==> config.mk <==
export PLATFORM = sky130hd
export DESIGN_NAME = comparator_control_timer_gate
export DESIGN_NICKNAME = d
export VERILOG_FILES = /design/src/inc/cmp_ctrl_pkg.sv /design/src/inc/sync_latch_if.sv /design/src/rtl/comparator_control_timer_gate.sv /design/src/rtl/gate_sync_latch.sv
export SDC_FILE = /design/constraint.sdc
export NUM_CORES = 1
export LEC_CHECK = 0
export BUFFER_PORTS_ARGS = -buffer_cell sky130_fd_sc_hd__buf_4
export CORE_ASPECT_RATIO = 0.9
export CORE_MARGIN = 2
export CORE_UTILIZATION = 48
export DETAILED_ROUTE_END_ITERATION = 6
export GPL_TIMING_DRIVEN = 0
export PLACE_DENSITY = 0.79
export SLEW_MARGIN = 10
export SYNTH_ARGS = -nofsm -noshare
export SYNTH_HDL_FRONTEND = slang
export SYNTH_SLANG_ARGS = --single-unit
==> constraint.sdc <==
create_clock -name aclk -period 1.8 [get_ports aclk]
set_input_delay 0.09 -clock aclk [delete_from_list [all_inputs] [get_ports aclk]]
set_output_delay 0.09 -clock aclk [all_outputs]
set_load 0.05 [all_outputs]
==> src/inc/cmp_ctrl_pkg.sv <==
package cmp_ctrl_pkg;
  // Register byte offsets
  localparam logic [3:0] comparator_config_off = 4'h0;
  localparam logic [3:0] gate_sync_config_off  = 4'h4;
  localparam logic [3:0] status_off            = 4'h8;
  localparam logic [3:0] irq_control_off       = 4'hC;
  // Comparator configuration field positions
  localparam int mode_lsb       = 0;
  localparam int input_sw_bit   = 3;
  localparam int inv1_bit       = 4;
  localparam int inv2_bit       = 5;
  localparam int result1_bit    = 6;
  localparam int result2_bit    = 7;
  localparam int single_res_bit = 6;
  // Gate sync configuration fields
  localparam int sync_bit       = 0;
  localparam int gate_src_bit   = 1;
  // Interrupt control fields
  localparam int irq_en_bit     = 0;
  localparam int periph_en_bit  = 1;
  localparam int global_en_bit  = 2;
  localparam int flag_bit       = 3;
  // Reset values
  localparam logic [7:0] comparator_config_rst = 8'h00;
  localparam logic [7:0] gate_sync_config_rst  = 8'h02;
  localparam logic [3:0] irq_control_rst       = 4'h0;
  // Comparator modes
  localparam logic [2:0] mode_off_reset = 3'h0;
  localparam logic [2:0] mode_mux_pin   = 3'h5;
  localparam logic [2:0] mode_mux_int   = 3'h6;
  localparam logic [2:0] mode_off_dig   = 3'h7;
  localparam logic [2:0] mode_dual_one  = 3'h1;
  localparam logic [2:0] mode_dual_two  = 3'h2;
  // AXI responses
  localparam logic [1:0] resp_okay   = 2'h0;
  localparam logic [1:0] resp_slverr = 2'h2;
endpackage

==> src/inc/sync_latch_if.sv <==
`timescale 1ns/1ps
interface sync_latch_if;
  logic result_in;
  logic sync_en;
  logic tick;
  logic latched;
  modport ctrl  (output result_in, output sync_en, output tick, input latched);
  modport latch (input result_in, input sync_en, input tick, output latched);
endinterface

==> src/rtl/comparator_control_timer_gate.sv <==
`timescale 1ns/1ps
// Notes on behaviour
// [RULE1] Enabled comparator stays powered during sleep
// [RULE2] Modes 000 and 111 power comparator down
// [RULE3] Wake needs compare and peripheral irq enables
// [RULE4] Vector to service only with global enable
// [RULE5] Reset restores defaults, mode 000
// [RULE6] Single: switch picks positive or negative input
// [RULE7] Single 101/110 mux inputs, reference non-inverting
// [RULE8] Gate source clear: timer gated by comparator
// [RULE9] Software turns on timer and its gating
// [RULE10] Software should enable sync for gating
// [RULE11] Sync latch captures on falling timer clock
// [RULE12] Latch clock is after the prescaler
// [RULE13] Timer counts on rising edge, no race
// [RULE14] Sync bit 0: latched or asynchronous output
// [RULE15] Gate source bit resets to pin selection
// [RULE16] Invert bit flips each comparator result
// [RULE17] Change flag set on result mismatch
// [RULE18] Mismatch holds until config access or return
// [RULE19] Dual: switch acts only in mux modes
// [RULE20] Result bits read-only, unused bits read zero
module comparator_control_timer_gate
  import cmp_ctrl_pkg::*;
#(
  parameter bit DUAL = 1'b1
) (
  input  wire logic        aclk,
  input  wire logic        aresetn,
  input  wire logic [3:0]  s_axi_awaddr,
  input  wire logic        s_axi_awvalid,
  output logic             s_axi_awready,
  input  wire logic [31:0] s_axi_wdata,
  input  wire logic [3:0]  s_axi_wstrb,
  input  wire logic        s_axi_wvalid,
  output logic             s_axi_wready,
  output logic [1:0]       s_axi_bresp,
  output logic             s_axi_bvalid,
  input  wire logic        s_axi_bready,
  input  wire logic [3:0]  s_axi_araddr,
  input  wire logic        s_axi_arvalid,
  output logic             s_axi_arready,
  output logic [31:0]      s_axi_rdata,
  output logic [1:0]       s_axi_rresp,
  output logic             s_axi_rvalid,
  input  wire logic        s_axi_rready,
  input  wire logic        first_above,
  input  wire logic        second_above,
  input  wire logic        sleeping,
  input  wire logic        timer_clk_tick,
  input  wire logic        timer_gate_pin,
  output logic [2:0]       comparator_mode_select,
  output logic             input_switch_select,
  output logic             first_power_on,
  output logic             second_power_on,
  output logic             first_inv_positive,
  output logic             second_inv_positive,
  output logic             first_result_pin_en,
  output logic             gate_timer_gate,
  output logic             wake_request,
  output logic             irq_vector_request,
  output logic             compare_change_flag
);
  logic [7:0] cfg_r;
  logic [1:0] gate_cfg_r;
  logic [2:0] irq_en_r;
  logic       flag_r;
  logic [1:0] sampled_r;
  logic [1:0] read_latch_r;
  logic       aw_held_r;
  logic       w_held_r;
  logic [3:0] aw_addr_r;
  logic [31:0] w_data_r;
  logic [3:0] w_strb_r;
  logic [1:0] result;
  logic       gate_src;
  logic       cfg_touch;
  logic       wr_fire;
  logic       rd_fire;
  logic [31:0] rd_word;
  logic       mismatch;
  logic       aw_held_nxt;
  logic       w_held_nxt;
  logic       bvalid_nxt;
  logic       rvalid_nxt;

  sync_latch_if sl ();

  gate_sync_latch u_latch (
    .aclk    (aclk),
    .aresetn (aresetn),
    .sl      (sl.latch)
  );

  // True when the mode field powers a comparator down
  function automatic logic mode_off(input logic [2:0] m);
    mode_off = (m == mode_off_reset) || (m == mode_off_dig);  // see [RULE2]
  endfunction

  // Inversion applied to the raw above signal
  always_comb begin
    result[0] = first_above ^ (DUAL ? cfg_r[inv1_bit] : cfg_r[inv1_bit]);  // see [RULE16]
    result[1] = DUAL ? (second_above ^ cfg_r[inv2_bit]) : 1'b0;             // see [RULE16]
  end

  // Comparator 2 gates the timer on the dual part, the only one otherwise
  assign sl.result_in = DUAL ? result[1] : result[0];
  assign sl.sync_en   = gate_cfg_r[sync_bit];
  assign sl.tick      = timer_clk_tick;
  assign gate_src     = gate_cfg_r[gate_src_bit];

  // Bus handshake: both halves held, then one write performed
  assign wr_fire   = aw_held_r && w_held_r && !s_axi_bvalid;
  assign rd_fire   = s_axi_arvalid && s_axi_arready;
  assign cfg_touch = (rd_fire && s_axi_araddr == comparator_config_off) ||
                     (wr_fire && aw_addr_r == comparator_config_off);
  assign mismatch  = (sampled_r != read_latch_r);

  // Write address and data are captured independently
  always_ff @(posedge aclk) begin
    if (!aresetn) begin
      aw_held_r <= 1'b0;
      w_held_r  <= 1'b0;
      aw_addr_r <= 4'h0;
      w_data_r  <= 32'h0000_0000;
      w_strb_r  <= 4'h0;
      s_axi_bvalid <= 1'b0;
      s_axi_bresp  <= resp_okay;
    end else begin
      if (s_axi_awvalid && s_axi_awready) begin
        aw_held_r <= 1'b1;
        aw_addr_r <= s_axi_awaddr;
      end
      if (s_axi_wvalid && s_axi_wready) begin
        w_held_r <= 1'b1;
        w_data_r <= s_axi_wdata;
        w_strb_r <= s_axi_wstrb;
      end
      if (wr_fire) begin
        aw_held_r    <= 1'b0;
        w_held_r     <= 1'b0;
        s_axi_bvalid <= 1'b1;
        s_axi_bresp  <= (aw_addr_r[1:0] != 2'h0) ? resp_slverr :
                        (aw_addr_r == status_off) ? resp_slverr : resp_okay;
      end else if (s_axi_bvalid && s_axi_bready) begin
        s_axi_bvalid <= 1'b0;
      end
    end
  end

  // Handshake state one edge ahead, so the ready outputs can be flops
  always_comb begin
    aw_held_nxt = !wr_fire && (aw_held_r || (s_axi_awvalid && s_axi_awready));
    w_held_nxt  = !wr_fire && (w_held_r || (s_axi_wvalid && s_axi_wready));
    bvalid_nxt  = wr_fire || (s_axi_bvalid && !s_axi_bready);
    rvalid_nxt  = rd_fire || (s_axi_rvalid && !s_axi_rready);
  end

  // Ready is low while a half is held or an answer waits; costs one
  // idle cycle after reset but keeps every top output registered
  always_ff @(posedge aclk) begin
    if (!aresetn) begin
      s_axi_awready <= 1'b0;
      s_axi_wready  <= 1'b0;
      s_axi_arready <= 1'b0;
    end else begin
      s_axi_awready <= !aw_held_nxt && !bvalid_nxt;
      s_axi_wready  <= !w_held_nxt && !bvalid_nxt;
      s_axi_arready <= !rvalid_nxt;
    end
  end

  // Configuration registers; result bits cannot be written
  always_ff @(posedge aclk) begin
    if (!aresetn) begin
      cfg_r      <= comparator_config_rst;              // see [RULE5]
      gate_cfg_r <= gate_sync_config_rst[1:0];          // see [RULE5] see [RULE15]
      irq_en_r   <= irq_control_rst[2:0];
    end else if (wr_fire && w_strb_r[0]) begin
      case (aw_addr_r)
        comparator_config_off: begin
          cfg_r[3:0] <= w_data_r[3:0];
          cfg_r[inv1_bit] <= w_data_r[inv1_bit];
          cfg_r[inv2_bit] <= DUAL ? w_data_r[inv2_bit] : 1'b0;  // see [RULE20]
        end
        gate_sync_config_off: gate_cfg_r <= w_data_r[1:0];
        irq_control_off: irq_en_r <= w_data_r[2:0];
        default: ;
      endcase
    end
  end

  // Mismatch circuit: one stage sampled every cycle, one on config access
  always_ff @(posedge aclk) begin
    if (!aresetn) begin
      sampled_r    <= 2'b00;
      read_latch_r <= 2'b00;
    end else begin
      sampled_r <= result;                               // see [RULE17]
      if (cfg_touch) begin
        read_latch_r <= sampled_r;                       // see [RULE18]
      end
    end
  end

  // Change flag: hardware set wins over a software clear
  always_ff @(posedge aclk) begin
    if (!aresetn) begin
      flag_r <= 1'b0;
    end else if (mismatch && !cfg_touch) begin
      flag_r <= 1'b1;                                    // see [RULE17] see [RULE18]
    end else if (wr_fire && w_strb_r[0] && aw_addr_r == irq_control_off) begin
      flag_r <= w_data_r[flag_bit];
    end
  end

  // Read data mux; unimplemented bits return zero
  always_comb begin
    rd_word = 32'h0000_0000;
    case (s_axi_araddr)
      comparator_config_off: begin
        rd_word[3:0] = cfg_r[3:0];
        rd_word[inv1_bit] = cfg_r[inv1_bit];
        if (DUAL) begin
          rd_word[inv2_bit]    = cfg_r[inv2_bit];
          rd_word[result1_bit] = sampled_r[0];
          rd_word[result2_bit] = sampled_r[1];           // see [RULE20]
        end else begin
          rd_word[single_res_bit] = sampled_r[0];        // see [RULE20]
        end
      end
      gate_sync_config_off: rd_word[1:0] = gate_cfg_r;
      status_off: rd_word[1:0] = sampled_r;
      irq_control_off: rd_word[3:0] = {flag_r, irq_en_r};
      default: rd_word = 32'h0000_0000;
    endcase
  end

  always_ff @(posedge aclk) begin
    if (!aresetn) begin
      s_axi_rvalid <= 1'b0;
      s_axi_rdata  <= 32'h0000_0000;
      s_axi_rresp  <= resp_okay;
    end else if (rd_fire) begin
      s_axi_rvalid <= 1'b1;
      s_axi_rdata  <= rd_word;
      s_axi_rresp  <= (s_axi_araddr[1:0] != 2'h0) ? resp_slverr : resp_okay;
    end else if (s_axi_rvalid && s_axi_rready) begin
      s_axi_rvalid <= 1'b0;
    end
  end

  // Analog control outputs, registered; power ignores sleep on purpose
  always_ff @(posedge aclk) begin
    if (!aresetn) begin
      comparator_mode_select <= mode_off_reset;
      input_switch_select    <= 1'b0;
      first_power_on         <= 1'b0;
      second_power_on        <= 1'b0;
      first_inv_positive     <= 1'b0;
      second_inv_positive    <= 1'b0;
      first_result_pin_en    <= 1'b0;
      gate_timer_gate        <= 1'b1;
      wake_request           <= 1'b0;
      irq_vector_request     <= 1'b0;
      compare_change_flag    <= 1'b0;
    end else begin
      comparator_mode_select <= cfg_r[2:0];
      input_switch_select    <= cfg_r[input_switch_bit_f()];
      first_power_on  <= !mode_off(cfg_r[2:0]);          // see [RULE1] see [RULE2]
      second_power_on <= DUAL && !mode_off(cfg_r[2:0]) &&
                         cfg_r[2:0] != mode_dual_one;    // see [RULE1]
      if (DUAL) begin
        // Switch acts only in the multiplexed modes
        first_inv_positive  <= (cfg_r[2:0] == mode_dual_one ||
                                cfg_r[2:0] == mode_dual_two) &&
                               cfg_r[input_sw_bit];      // see [RULE19]
        second_inv_positive <= (cfg_r[2:0] == mode_dual_two) &&
                               cfg_r[input_sw_bit];      // see [RULE19]
        first_result_pin_en <= (cfg_r[2:0] == mode_mux_int);
      end else begin
        first_inv_positive  <= (cfg_r[2:0] == mode_mux_pin ||
                                cfg_r[2:0] == mode_mux_int) &&
                               cfg_r[input_sw_bit];      // see [RULE6] see [RULE7]
        second_inv_positive <= 1'b0;
        first_result_pin_en <= (cfg_r[2:0] == mode_mux_pin) ||
                               (cfg_r[2:0] == mode_dual_one) ||
                               (cfg_r[2:0] == 3'h3);     // see [RULE7]
      end
      // Gate follows comparator when source bit clear, else the pin
      gate_timer_gate <= gate_src ? timer_gate_pin : sl.latched;  // see [RULE8] see [RULE15]
      wake_request    <= sleeping && flag_r && irq_en_r[irq_en_bit] &&
                         irq_en_r[periph_en_bit];        // see [RULE3]
      // Vectoring only when awake, so the next instruction runs first
      irq_vector_request <= !sleeping && flag_r && irq_en_r[irq_en_bit] &&
                            irq_en_r[periph_en_bit] &&
                            irq_en_r[global_en_bit];     // see [RULE4]
      compare_change_flag <= flag_r;
    end
  end

  function automatic int input_switch_bit_f();
    input_switch_bit_f = input_sw_bit;
  endfunction
endmodule

==> src/rtl/gate_sync_latch.sv <==
`timescale 1ns/1ps
// Latches the gate comparator result on the falling edge of the
// prescaled timer clock, so the timer (rising edge) never races it
module gate_sync_latch
  import cmp_ctrl_pkg::*;
(
  input  wire logic aclk,
  input  wire logic aresetn,
  sync_latch_if.latch sl
);
  logic tick_d_r;
  logic held_r;

  // Falling edge of the prescaled clock; tick is after prescaling
  always_ff @(posedge aclk) begin
    if (!aresetn) begin
      tick_d_r <= 1'b0;
      held_r   <= 1'b0;
    end else begin
      tick_d_r <= sl.tick;
      if (tick_d_r && !sl.tick) begin
        held_r <= sl.result_in;  // see [RULE11] see [RULE12] see [RULE13]
      end
    end
  end

  // Unsynchronised path passes straight through
  assign sl.latched = sl.sync_en ? held_r : sl.result_in;  // see [RULE14]
endmodule

==> flow_summary.yaml, run 1 <==
power:
  p_comb_share_pct: 14.8
  intPower_mw: 2.04
  power_frac_seq_pct: 48.9
  pwr-share-clk_pct: 36.3
  p_per_area_mw_per_mm2: 882
  netSwitchingPower_mw: 0.775
  p_leak_nw: 1.47
  vdd_drop_max_mv: 0.600
  sw_frac_of_total_pct: 27.5
clock_tree:
  clkSinkCount: 59
  clkTransAtPathRegs_ns: 0.06
  cts_resized: 0
  htree_levels: 3
  clockBufferDepth: 2
  cts_buffers: 9
  insertion_delay_ns: 0.33
  cts_root_buffer: "clkbuf_8"
  cts_tree: "yes"
synthesis:
  ys_warn_count: 0
  synth_compound_gate_area_share_pct: 10.2
  netlist_top_cells_area: "dfxtp_1 (49%), buf_4 (8.1%), nand2_1 (5.6%)"
  yosys_most_used_dff: "dfxtp_1"
  synth_fa_ha_area_share_pct: 0
  seq_area_frac_synth_pct: 48.9
  synth-seq-cells: 59
  synth_top_family_by_area: "simple AND/OR/NAND/NOR gates"
  synth_area_per_cell_um2: 9.29
  synth_top_area_share_pct: 48.9
  synth_top_area_cell: "dfxtp_1"
  synthArstFlopShare_pct: 0
  synthMuxAreaShare_pct: 6.42
  yosys.area_share.simple_pct: 21.6
  netlist-cell-type-count: 42
  synth_xor_area_share_pct: 1.81
  synth_edf_count: 0
  synth_area_mm2: 0.00241
  synthCells: 260
placed_design:
  io_buffers: 53
  hpwl_mm: 3.90
  place_worst_setup_slack_ns: 0.497
  gp_congestion: 0.782
global_routing:
  grt.overflow.total: 0
  antenna_found_initial: 0
  grt_max_degree: 11
  grt_pass1_wl_mm: 8.43
  grt_util_all_layers_pct: 19.8
  grt_pass1_vias: 1874
sta:
  drv_slew: 0
  fin_crit_ns: 1.31
  fmax_ghz: 0.761
  clock_skew_ns: 0.00630
  rsz0062_at_grt: "no"
  fin_crit_sh_pct: 73.0
  tns_ns: 0
  slew-limit-headroom_pct: 64.1
  hold_violations: 0
  finalWorstSetupSlack_ns: 0.486
  setup_viol: 0
  worst_pin_slew_ns: 0.538
setup_path:
  crit_path_start_kind: "register"
  required_ns: 2.02
  worstSetupPathType: "register to register"
  reg2regPathDepth: 3
  worstSetupStartpoint: "aw_addr_r[3]"
  end_kind: "register"
  worstPathArrival_ns: 1.54
  crit_fanout: 8
  r2r-start: "aw_addr_r[3]"
detailed_routing:
  drt_iter0_markers: 103
  vias: 2027
  drtPass1Iterations: 4
  wl_per_cell_um: 12.5
  drt_wl_total_mm: 5.28
  drtAntennaViolNets: 0
  viasPerCell: 4.81
  drc: 0
outcome:
  status: "finished clean"
finish:
  layout_commonest_cell: "buf_4"
  antenna_cells: 0
  area.sequential_mm2: 0.00118
  final_cell_mix: "buf_4 (79), dfxtp_1 (59), nand2_1 (36)"
  final_layout_size_suffix_gt1_share_pct: 29.2
  fill_cells: 426
  multi_input_area_mm2: 0.00106
  layout.nets: 409
  area_growth_pct: 32.3
min_path:
  whs_path_depth: 3
  worstHoldStart: "s_axi_awaddr[0]"
  hp-class: "input port to register"
die:
  die_h_um: 71.3
  start_util_pct: 49.9
  rows: 24
  core_area_mm2: 0.00483
  die_width_um: 78.8
  design.die.area_mm2: 0.00562
  io_pins: 110
run:
  maxCapViolations: 0
-- worst max-delay path, cell delays in order (launching register included) --
cell and delay, ns:
dfxtp_1 0.51, and4b_1 0.34, a21boi_0 0.12, a211o_1 0.23
-- cell type report --
type / count / share of cell area, %
Buffer: 35 / 7.32
Clock buffer: 11 / 4.74
Multi-Input combinational cell: 183 / 33.3
Sequential cell: 59 / 37.0
Timing Repair Buffer: 57 / 13.7
Clock inverter: 3 / 0.470
Inverter: 8 / 0.940
Tap cell: 65 / 2.55
-- logic make-up after synthesis --
kind of cell | count (synthesis)
compound gates | 40
xor+xnor | 5
buf+inv | 43
flops | 59
mux | 13
other cells | 1
simple gates | 99
-- per-layer routing --
metal,GRT usage (%),up-vias,part of all wire [%]
li1,-,1033,-
met5,0,-,0
met2,33.1,72,47
met1,24.4,913,43
met3,4.53,9,8.1
met4,9.36,0,1.7
-- per-stage QoR --
stage / hold WS [ns] / cell area [um^2] / utilization, % / power [mW] / instances
floorplan: 0.166 / 2510 / - / 1.71 / 285
global placement: 0.264 / 2990 / 61.8 / 1.81 / 403
detailed placement: 0.268 / 2990 / 61.8 / 1.81 / 403
CTS: 0.0119 / 3190 / 66.1 / 2.83 / 421
global route: 0.0248 / 3190 / 66.1 / 2.91 / 421
finish: 0.0172 / 3190 / 66.1 / 2.82 / 421
-- power groups by stage --
| stage | sequential [mW] | combinational (mW) | clock (mW) |
|---|---|---|---|
| after global placement | 1.40 | 0.403 | 0 |
| after CTS | 1.38 | 0.415 | 1.03 |
| after floorplan | 1.45 | 0.262 | 0 |
| final | 1.38 | 0.417 | 1.02 |
| after detailed placement | 1.41 | 0.407 | 0 |
| after global routing | 1.38 | 0.442 | 1.09 |
-- final timing paths --
path                                      to  slack (ns)
worst min-delay path            aw_addr_r[0]        0.02
worst min register to register      cfg_r[4]        0.46
worst max register to register        flag_r        0.49
worst max-delay path                  flag_r        0.49
-- state kept, by name (all words and copies together), names as in the netlist, 2 cells and up --
signal	flops
irq_en_r	3
w_data_r	6
aw_addr_r	4
sampled_r	2
gate_cfg_r	2
cfg_r	6
comparator_mode_select	3
read_latch_r	2
s_axi_rdata	8
-- synthesized netlist by cell type (all sizes together), types with 2 or more instances --
cell,n
dfxtp,59
nand2,36
buf,30
a21oi,22
nand3,17
nor2,14
mux2i,11
inv,8
nor3,6
o21ai,6
and3,5
clkbuf,5
a32oi,4
and2,4
nor3b,4
xnor2,4
a32o,2
and4bb,2
mux4,2
nand2b,2
nor4,2
-- timing repair --
action	4_1_cts	5_1_grt
setup buffers	0	0
hold buffers	4	0
hold endpoints to repair	5	0
Power figures use the tool's default switching activity.
==> run 2: changes to the inputs <==
--- a/config.mk
+++ b/config.mk
@@ -5,13 +5,14 @@
 export SDC_FILE = /design/constraint.sdc
 export NUM_CORES = 1
 export LEC_CHECK = 0
+export ABC_AREA = 1
 export BUFFER_PORTS_ARGS = -buffer_cell sky130_fd_sc_hd__buf_4
 export CORE_ASPECT_RATIO = 0.9
 export CORE_MARGIN = 2
-export CORE_UTILIZATION = 48
+export CORE_UTILIZATION = 42
 export DETAILED_ROUTE_END_ITERATION = 6
 export GPL_TIMING_DRIVEN = 0
-export PLACE_DENSITY = 0.79
+export PLACE_DENSITY = 0.73
 export SLEW_MARGIN = 10
 export SYNTH_ARGS = -nofsm -noshare
 export SYNTH_HDL_FRONTEND = slang
==> constraint.sdc (replaced) <==
create_clock -name aclk -period 1.2 [get_ports aclk]
set_input_delay 0.06 -clock aclk [delete_from_list [all_inputs] [get_ports aclk]]
set_output_delay 0.06 -clock aclk [all_outputs]
set_load 0.05 [all_outputs]
==> run 2 against run 1 <==
Register-to-register slack worse by 0.48 ns; power is 62% higher; setup slack worse by 0.48 ns; via count is 7.7% higher; combinational power is 75% higher; routed wire length is 4.9% higher; sequential cell count stayed put; largest cell class unchanged.
==> flow_summary.yaml, run 2 <==
clock_tree:
  cts_tree: "yes"
  cts_root_buffer: "clkbuf_8"
  clkSinkCount: 59
  cts_buffers: 9
  htree_levels: 3
  insertion_delay_ns: 0.34
  clockBufferDepth: 2
  clkTransAtPathRegs_ns: 0.06
setup_path:
  slowest_stage: "dfxtp_1"
  worstSetupPathType: "register to register"
  r2r-start: "aw_addr_r[1]"
  crit_fanout: 7
  slowest_delay_ns: 0.33
  crit_path_start_kind: "register"
  worstPathArrival_ns: 1.48
  reg2regPathDepth: 7
  regToRegSetupSlack_ns: 0.002
  cp_cell_sequence: "nor2_4 -> nand2_4 -> nor2_4 -> nand2_4 -> clkinv_4 -> nor2_1 -> nor2_1"
  end_kind: "register"
  r2r_end: "cfg_r[5]"
  required_ns: 1.48
finish:
  antenna_cells: 0
  regMostFlops: "s_axi_rdata"
  final_cell_mix: "buf_4 (83), dfxtp_1 (53), nor2_1 (44)"
  fin_area_mm2: 0.00342
  area_growth_pct: 42.9
  layout_commonest_cell: "buf_4"
  layout.nets: 465
  largest_reg_flops: 8
  reg_top3: "s_axi_rdata x8, cfg_r x6, w_data_r x6"
  final_layout_size_suffix_gt1_share_pct: 31.2
sta:
  finalWorstSetupSlack_ns: 0.00178
  fin_crit_ns: 1.20
  clock_skew_ns: 0.00513
  timing.hold.ws_ns: 0.0342
  worst_pin_slew_ns: 0.559
  setup_viol: 0
  fmax_ghz: 0.835
  hold_violations: 0
  fin_crit_sh_pct: 99.9
  drv_slew: 0
  slew-limit-headroom_pct: 62.7
  rsz0062_at_grt: "yes"
synthesis:
  synth_area_per_cell_um2: 7.92
  seq_area_frac_synth_pct: 49.4
  synthArstFlopShare_pct: 0
  netlist_top_cells_area: "dfxtp_1 (49%), buf_4 (8.5%), nor2_1 (7.5%)"
  synthCells: 302
  synth_area_mm2: 0.00239
  synth_edf_count: 0
  ys_warn_count: 0
  synth_top_area_share_pct: 49.4
  synth_top_area_cell: "dfxtp_1"
  synth-seq-cells: 59
  synth.most_common_cell: "dfxtp_1"
  yosys_most_used_dff: "dfxtp_1"
  synthTopCellsByCount: "dfxtp_1 (59), nor2_1 (48), nand2_1 (37)"
  netlist-cell-type-count: 29
detailed_routing:
  drtPass1Iterations: 4
  drt_iter0_markers: 107
  drtAntennaViolNets: 0
  drt_wl_total_mm: 5.54
  drc: 0
  vias: 2184
  viasPerCell: 4.51
  wl_per_cell_um: 11.4
placed_design:
  io_buffers: 53
  gp_congestion: 0.816
  place_worst_setup_slack_ns: -0.111
  hpwl_mm: 3.94
  place_area_mm2: 0.00298
global_routing:
  grt_util_all_layers_pct: 18.5
  grt.overflow.total: 0
  grt_pass1_vias: 1940
  grt_max_degree: 11
  grt_pass1_wl_mm: 8.78
  antenna_found_initial: 0
min_path:
  whs_path_depth: 3
  hp-class: "input port to register"
  worstHoldEndpoint: "w_data_r[0]"
  worstHoldStart: "s_axi_wdata[0]"
outcome:
  status: "finished clean"
die:
  start_util_pct: 42.8
  design.die.area_mm2: 0.00632
  rows: 26
  die_h_um: 75.6
  die_width_um: 83.6
  core_area_mm2: 0.00560
  io_pins: 110
run:
  maxCapViolations: 0
power:
  p_leak_nw: 1.65
  vdd_drop_max_mv: 0.865
  finalPower_mw: 4.57
  p_per_area_mw_per_mm2: 1340
run 2: cell count changes in the layout (fill, tap and decap cells not counted), moves of 5 or more:
cell,before,now
nor2_1,14,44
o21ai_0,2,24
inv_1,7,27
mux2i_1,11,0
dlygate4sd3_1,4,14
dfxtp_1,59,53
nor2_4,0,6
and3_1,5,0
run 2: worst max path at each step:
stage	from	to	slack (ns)	cells after the start
2_1_floorplan	s_axi_bvalid	flag_r	0.009	6
3_3_place_gp	aw_addr_r[0]	cfg_r[3]	-0.06	6
3_5_place_dp	aw_addr_r[0]	cfg_r[1]	-0.11	6
4_1_cts	w_held_r	cfg_r[0]	-0.0005	7
5_1_grt	s_axi_bvalid	flag_r	-0.06	7
6_report	aw_addr_r[1]	cfg_r[5]	0.002	7
run 2: routing by layer:
metal / GRT usage [%] / part of all wire (%) / vias up
met1: 20.6 / 42 / 976
li1: - / - / 1133
met2: 32.3 / 50 / 66
met4: 9.32 / 1.5 / 0
met3: 6.72 / 6.5 / 9
met5: 0 / 0 / -
run 2: worst max-delay path, delay by kind of cell (launching register included):
| kind | cells | cell delay, ns |
|---|---|---|
| buffers and inverters | 1 | 0.11 |
| DFF | 1 | 0.33 |
| and+or+nand+nor | 6 | 0.70 |
run 2: repair_timing:
item | CTS | global route
buffers inserted | 4 | 0
pin swaps | 3 | 10
gates resized for setup | 13 | 20
endpoints found under the hold margin | 15 | 0
hold buffers | 14 | 0
setup endpoints to repair | 13 | 14
run 2: power by group:
group / switching [mW] / leakage [nW] / internal [mW] / total [mW]
registers: 0.0548 / 0.484 / 2.03 / 2.08
clock network: 0.754 / 0.103 / 1.00 / 1.76
logic: 0.475 / 1.07 / 0.256 / 0.731
total: 1.28 / 1.65 / 3.29 / 4.57
run 2: through the flow:
stage	TNS, ns	utilization (%)	cells
4_1_cts	-0.000520	60.1	484
6_report	0	61.1	484
3_5_place_dp	-0.871	53.2	450
2_1_floorplan	0	-	327
3_3_place_gp	-0.414	53.2	450
5_1_grt	-0.397	61.1	484
run 2: kinds of logic (layout without fill, tap and decap cells):
logic type	Yosys count	count (layout)	share of synthesized area, %
DFF	59	59	49.4
other	1	26	0.157
AOI/OAI and AO/OA	57	57	12.4
buffers and inverters	63	150	14.4
and+or+nand+nor	118	118	22.2
xor gates and xnor gates	4	4	1.46
run 2: cell type report:
class | instances | area, um^2
fill | 500 | 2180
sequential | 59 | 1200
multi-input combinational | 205 | 1020
timing repair buffer | 71 | 572
buffer | 33 | 226
clock buffer | 11 | 141
inverter | 30 | 118
tap | 70 | 87.6
clock inverter | 5 | 51.3
==> run 3: changes to the inputs <==
--- a/config.mk
+++ b/config.mk
@@ -9,10 +9,12 @@
 export BUFFER_PORTS_ARGS = -buffer_cell sky130_fd_sc_hd__buf_4
 export CORE_ASPECT_RATIO = 0.9
 export CORE_MARGIN = 2
-export CORE_UTILIZATION = 42
+export CORE_UTILIZATION = 43
+export CTS_BUF_LIST = sky130_fd_sc_hd__clkbuf_2 sky130_fd_sc_hd__clkbuf_4 sky130_fd_sc_hd__clkbuf_8
 export DETAILED_ROUTE_END_ITERATION = 6
 export GPL_TIMING_DRIVEN = 0
-export PLACE_DENSITY = 0.73
+export PLACE_DENSITY = 0.74
+export SKIP_CTS_REPAIR_TIMING = 1
 export SLEW_MARGIN = 10
 export SYNTH_ARGS = -nofsm -noshare
 export SYNTH_HDL_FRONTEND = slang
==> run 3 against run 2 <==
The flow now finishes with violations (hold timing, setup timing); sequential share of layout area rose by 1.3 points; fmax fell by 6.3%; die area fell by 2.2%; hold slack got worse by 0.064 ns; power fell by 3.7%; critical path type unchanged; setup slack got worse by 0.081 ns; sequential cell count did not move.
==> flow_summary.yaml, run 3 (synthesized netlist as in run 2, its figures left out) <==
min_path:
  whs_path_depth: 3
  hp-class: "input port to register"
  worstHoldEndpoint: "sampled_r[0]"
  worstHoldStart: "first_above"
clock_tree:
  cts_buffers: 9
  cts_tree: "yes"
  insertion_delay_ns: 0.33
  clkTransAtPathRegs_ns: 0.06
  cts_root_buffer: "clkbuf_8"
  clockBufferDepth: 2
  clkSinkCount: 59
  htree_levels: 3
placed_design:
  io_buffers: 53
  place_worst_setup_slack_ns: -0.123
  hpwl_mm: 3.83
  gp_congestion: 0.874
outcome:
  violations: "hold timing, setup timing"
  status: "finished with violations"
finish:
  fill_cells: 491
  multi_input_area_um2: 986
  largest_reg_flops: 8
  antenna_cells: 0
  final_layout_size_suffix_gt1_share_pct: 31.0
  layout.nets: 457
  regMostFlops: "s_axi_rdata"
  area_growth_pct: 37.3
  area.sequential_mm2: 0.00119
  reg_top3: "s_axi_rdata x8, cfg_r x6, w_data_r x6"
  layout_commonest_cell: "buf_4"
  post-route-util_pct: 61.8
  final_cell_mix: "buf_4 (84), dfxtp_1 (53), nor2_1 (47)"
sta:
  fmax_ghz: 0.782
  finalWorstSetupSlack_ns: -0.0788
  clock_skew_ns: 0.00752
  timing.hold.ws_ns: -0.0302
  worst_pin_slew_ns: 0.525
  drv_slew: 0
  fin_crit_ns: 1.28
  tns_ns: -0.484
  hold_violations: 2
  slew-limit-headroom_pct: 65.0
  fin_crit_sh_pct: 107
  rsz0062_at_grt: "yes"
  setup_viol: 9
detailed_routing:
  drtAntennaViolNets: 0
  drc: 0
  wl_per_cell_um: 11.0
  drt_wl_total_mm: 5.21
  drtPass1Iterations: 6
  drt_iter0_markers: 103
  viasPerCell: 4.56
  vias: 2159
global_routing:
  grt_pass1_vias: 1789
  grt_pass1_wl_mm: 8.09
  grt_max_degree: 11
  grt_util_all_layers_pct: 17.5
  antenna_found_initial: 0
  grt.overflow.total: 0
die:
  die_h_um: 74.8
  rows: 25
  die_width_um: 82.6
  start_util_pct: 45.0
  io_pins: 110
  design.die.area_mm2: 0.00618
  core_area_mm2: 0.00532
power:
  finalPower_mw: 4.41
  p_leak_nw: 1.59
  p_per_area_mw_per_mm2: 1340
  vdd_drop_max_mv: 0.920
setup_path:
  worstPathArrival_ns: 1.50
  crit_path_start_kind: "register"
  r2r_end: "cfg_r[2]"
  crit_fanout: 7
  regToRegSetupSlack_ns: -0.08
  r2r-start: "aw_held_r"
  required_ns: 1.42
  end_kind: "register"
  worstSetupPathType: "register to register"
  reg2regPathDepth: 7
run:
  maxCapViolations: 0
==> run 3: cell types whose count changed in the layout (fill, tap and decap cells not counted), sizes merged <==
cell,before,now
dlygate4sd3,14,5
clkinvlp,0,1
clkbuf,16,19
inv,29,27
clkinv,5,4
buf,85,86
bufinv,1,0
==> run 3: worst max path at each step <==
| stage | to | slack, ns | cells after the start | start |
|---|---|---|---|---|
| after global placement | cfg_r[1] | -0.11 | 6 | aw_addr_r[0] |
| after floorplan | flag_r | 0.009 | 6 | s_axi_bvalid |
| after global routing | cfg_r[1] | -0.14 | 8 | aw_held_r |
| after CTS | cfg_r[1] | -0.14 | 7 | aw_held_r |
| after detailed placement | cfg_r[1] | -0.12 | 7 | aw_held_r |
| final | cfg_r[2] | -0.08 | 7 | aw_held_r |
==> run 3: area by class of cell <==
class	instances	area share, %
timing repair buffer	63	14.9
buffer	33	6.93
clock inverter	2	0.305
tap	67	2.55
clock buffer	14	5.29
multi-input combinational	205	30.0
inverter	30	3.69
sequential	59	36.3
==> run 3: per-stage QoR <==
stage,std cells,instance area [um^2]
global route,473,3290
CTS,463,3160
floorplan,327,2490
detailed placement,447,2970
global placement,447,2970
finish,473,3290
==> run 3: worst max-delay path: stages, from the launching register on <==
cell	delay [ns]
dfxtp_2	0.36
nand2_2	0.08
nor2_4	0.15
nand2_2	0.08
nor2_4	0.19
nand2_4	0.12
o21ai_1	0.14
nor2_1	0.06
==> run 3: where the power goes <==
| part | internal [mW] | total [mW] | leakage (nW) | switching (mW) |
|---|---|---|---|---|
| Clock | 0.925 | 1.63 | 0.101 | 0.705 |
| Combinational | 0.234 | 0.695 | 1.01 | 0.461 |
| Sequential | 2.03 | 2.08 | 0.483 | 0.0495 |
==> run 3: per-layer routing <==
metal	GRT usage, %	vias up	share of wire, %
met5	0	-	0
met3	4.32	9	7.1
met1	22.5	956	44
met4	8.01	0	1.6
li1	-	1123	-
met2	28.0	71	48
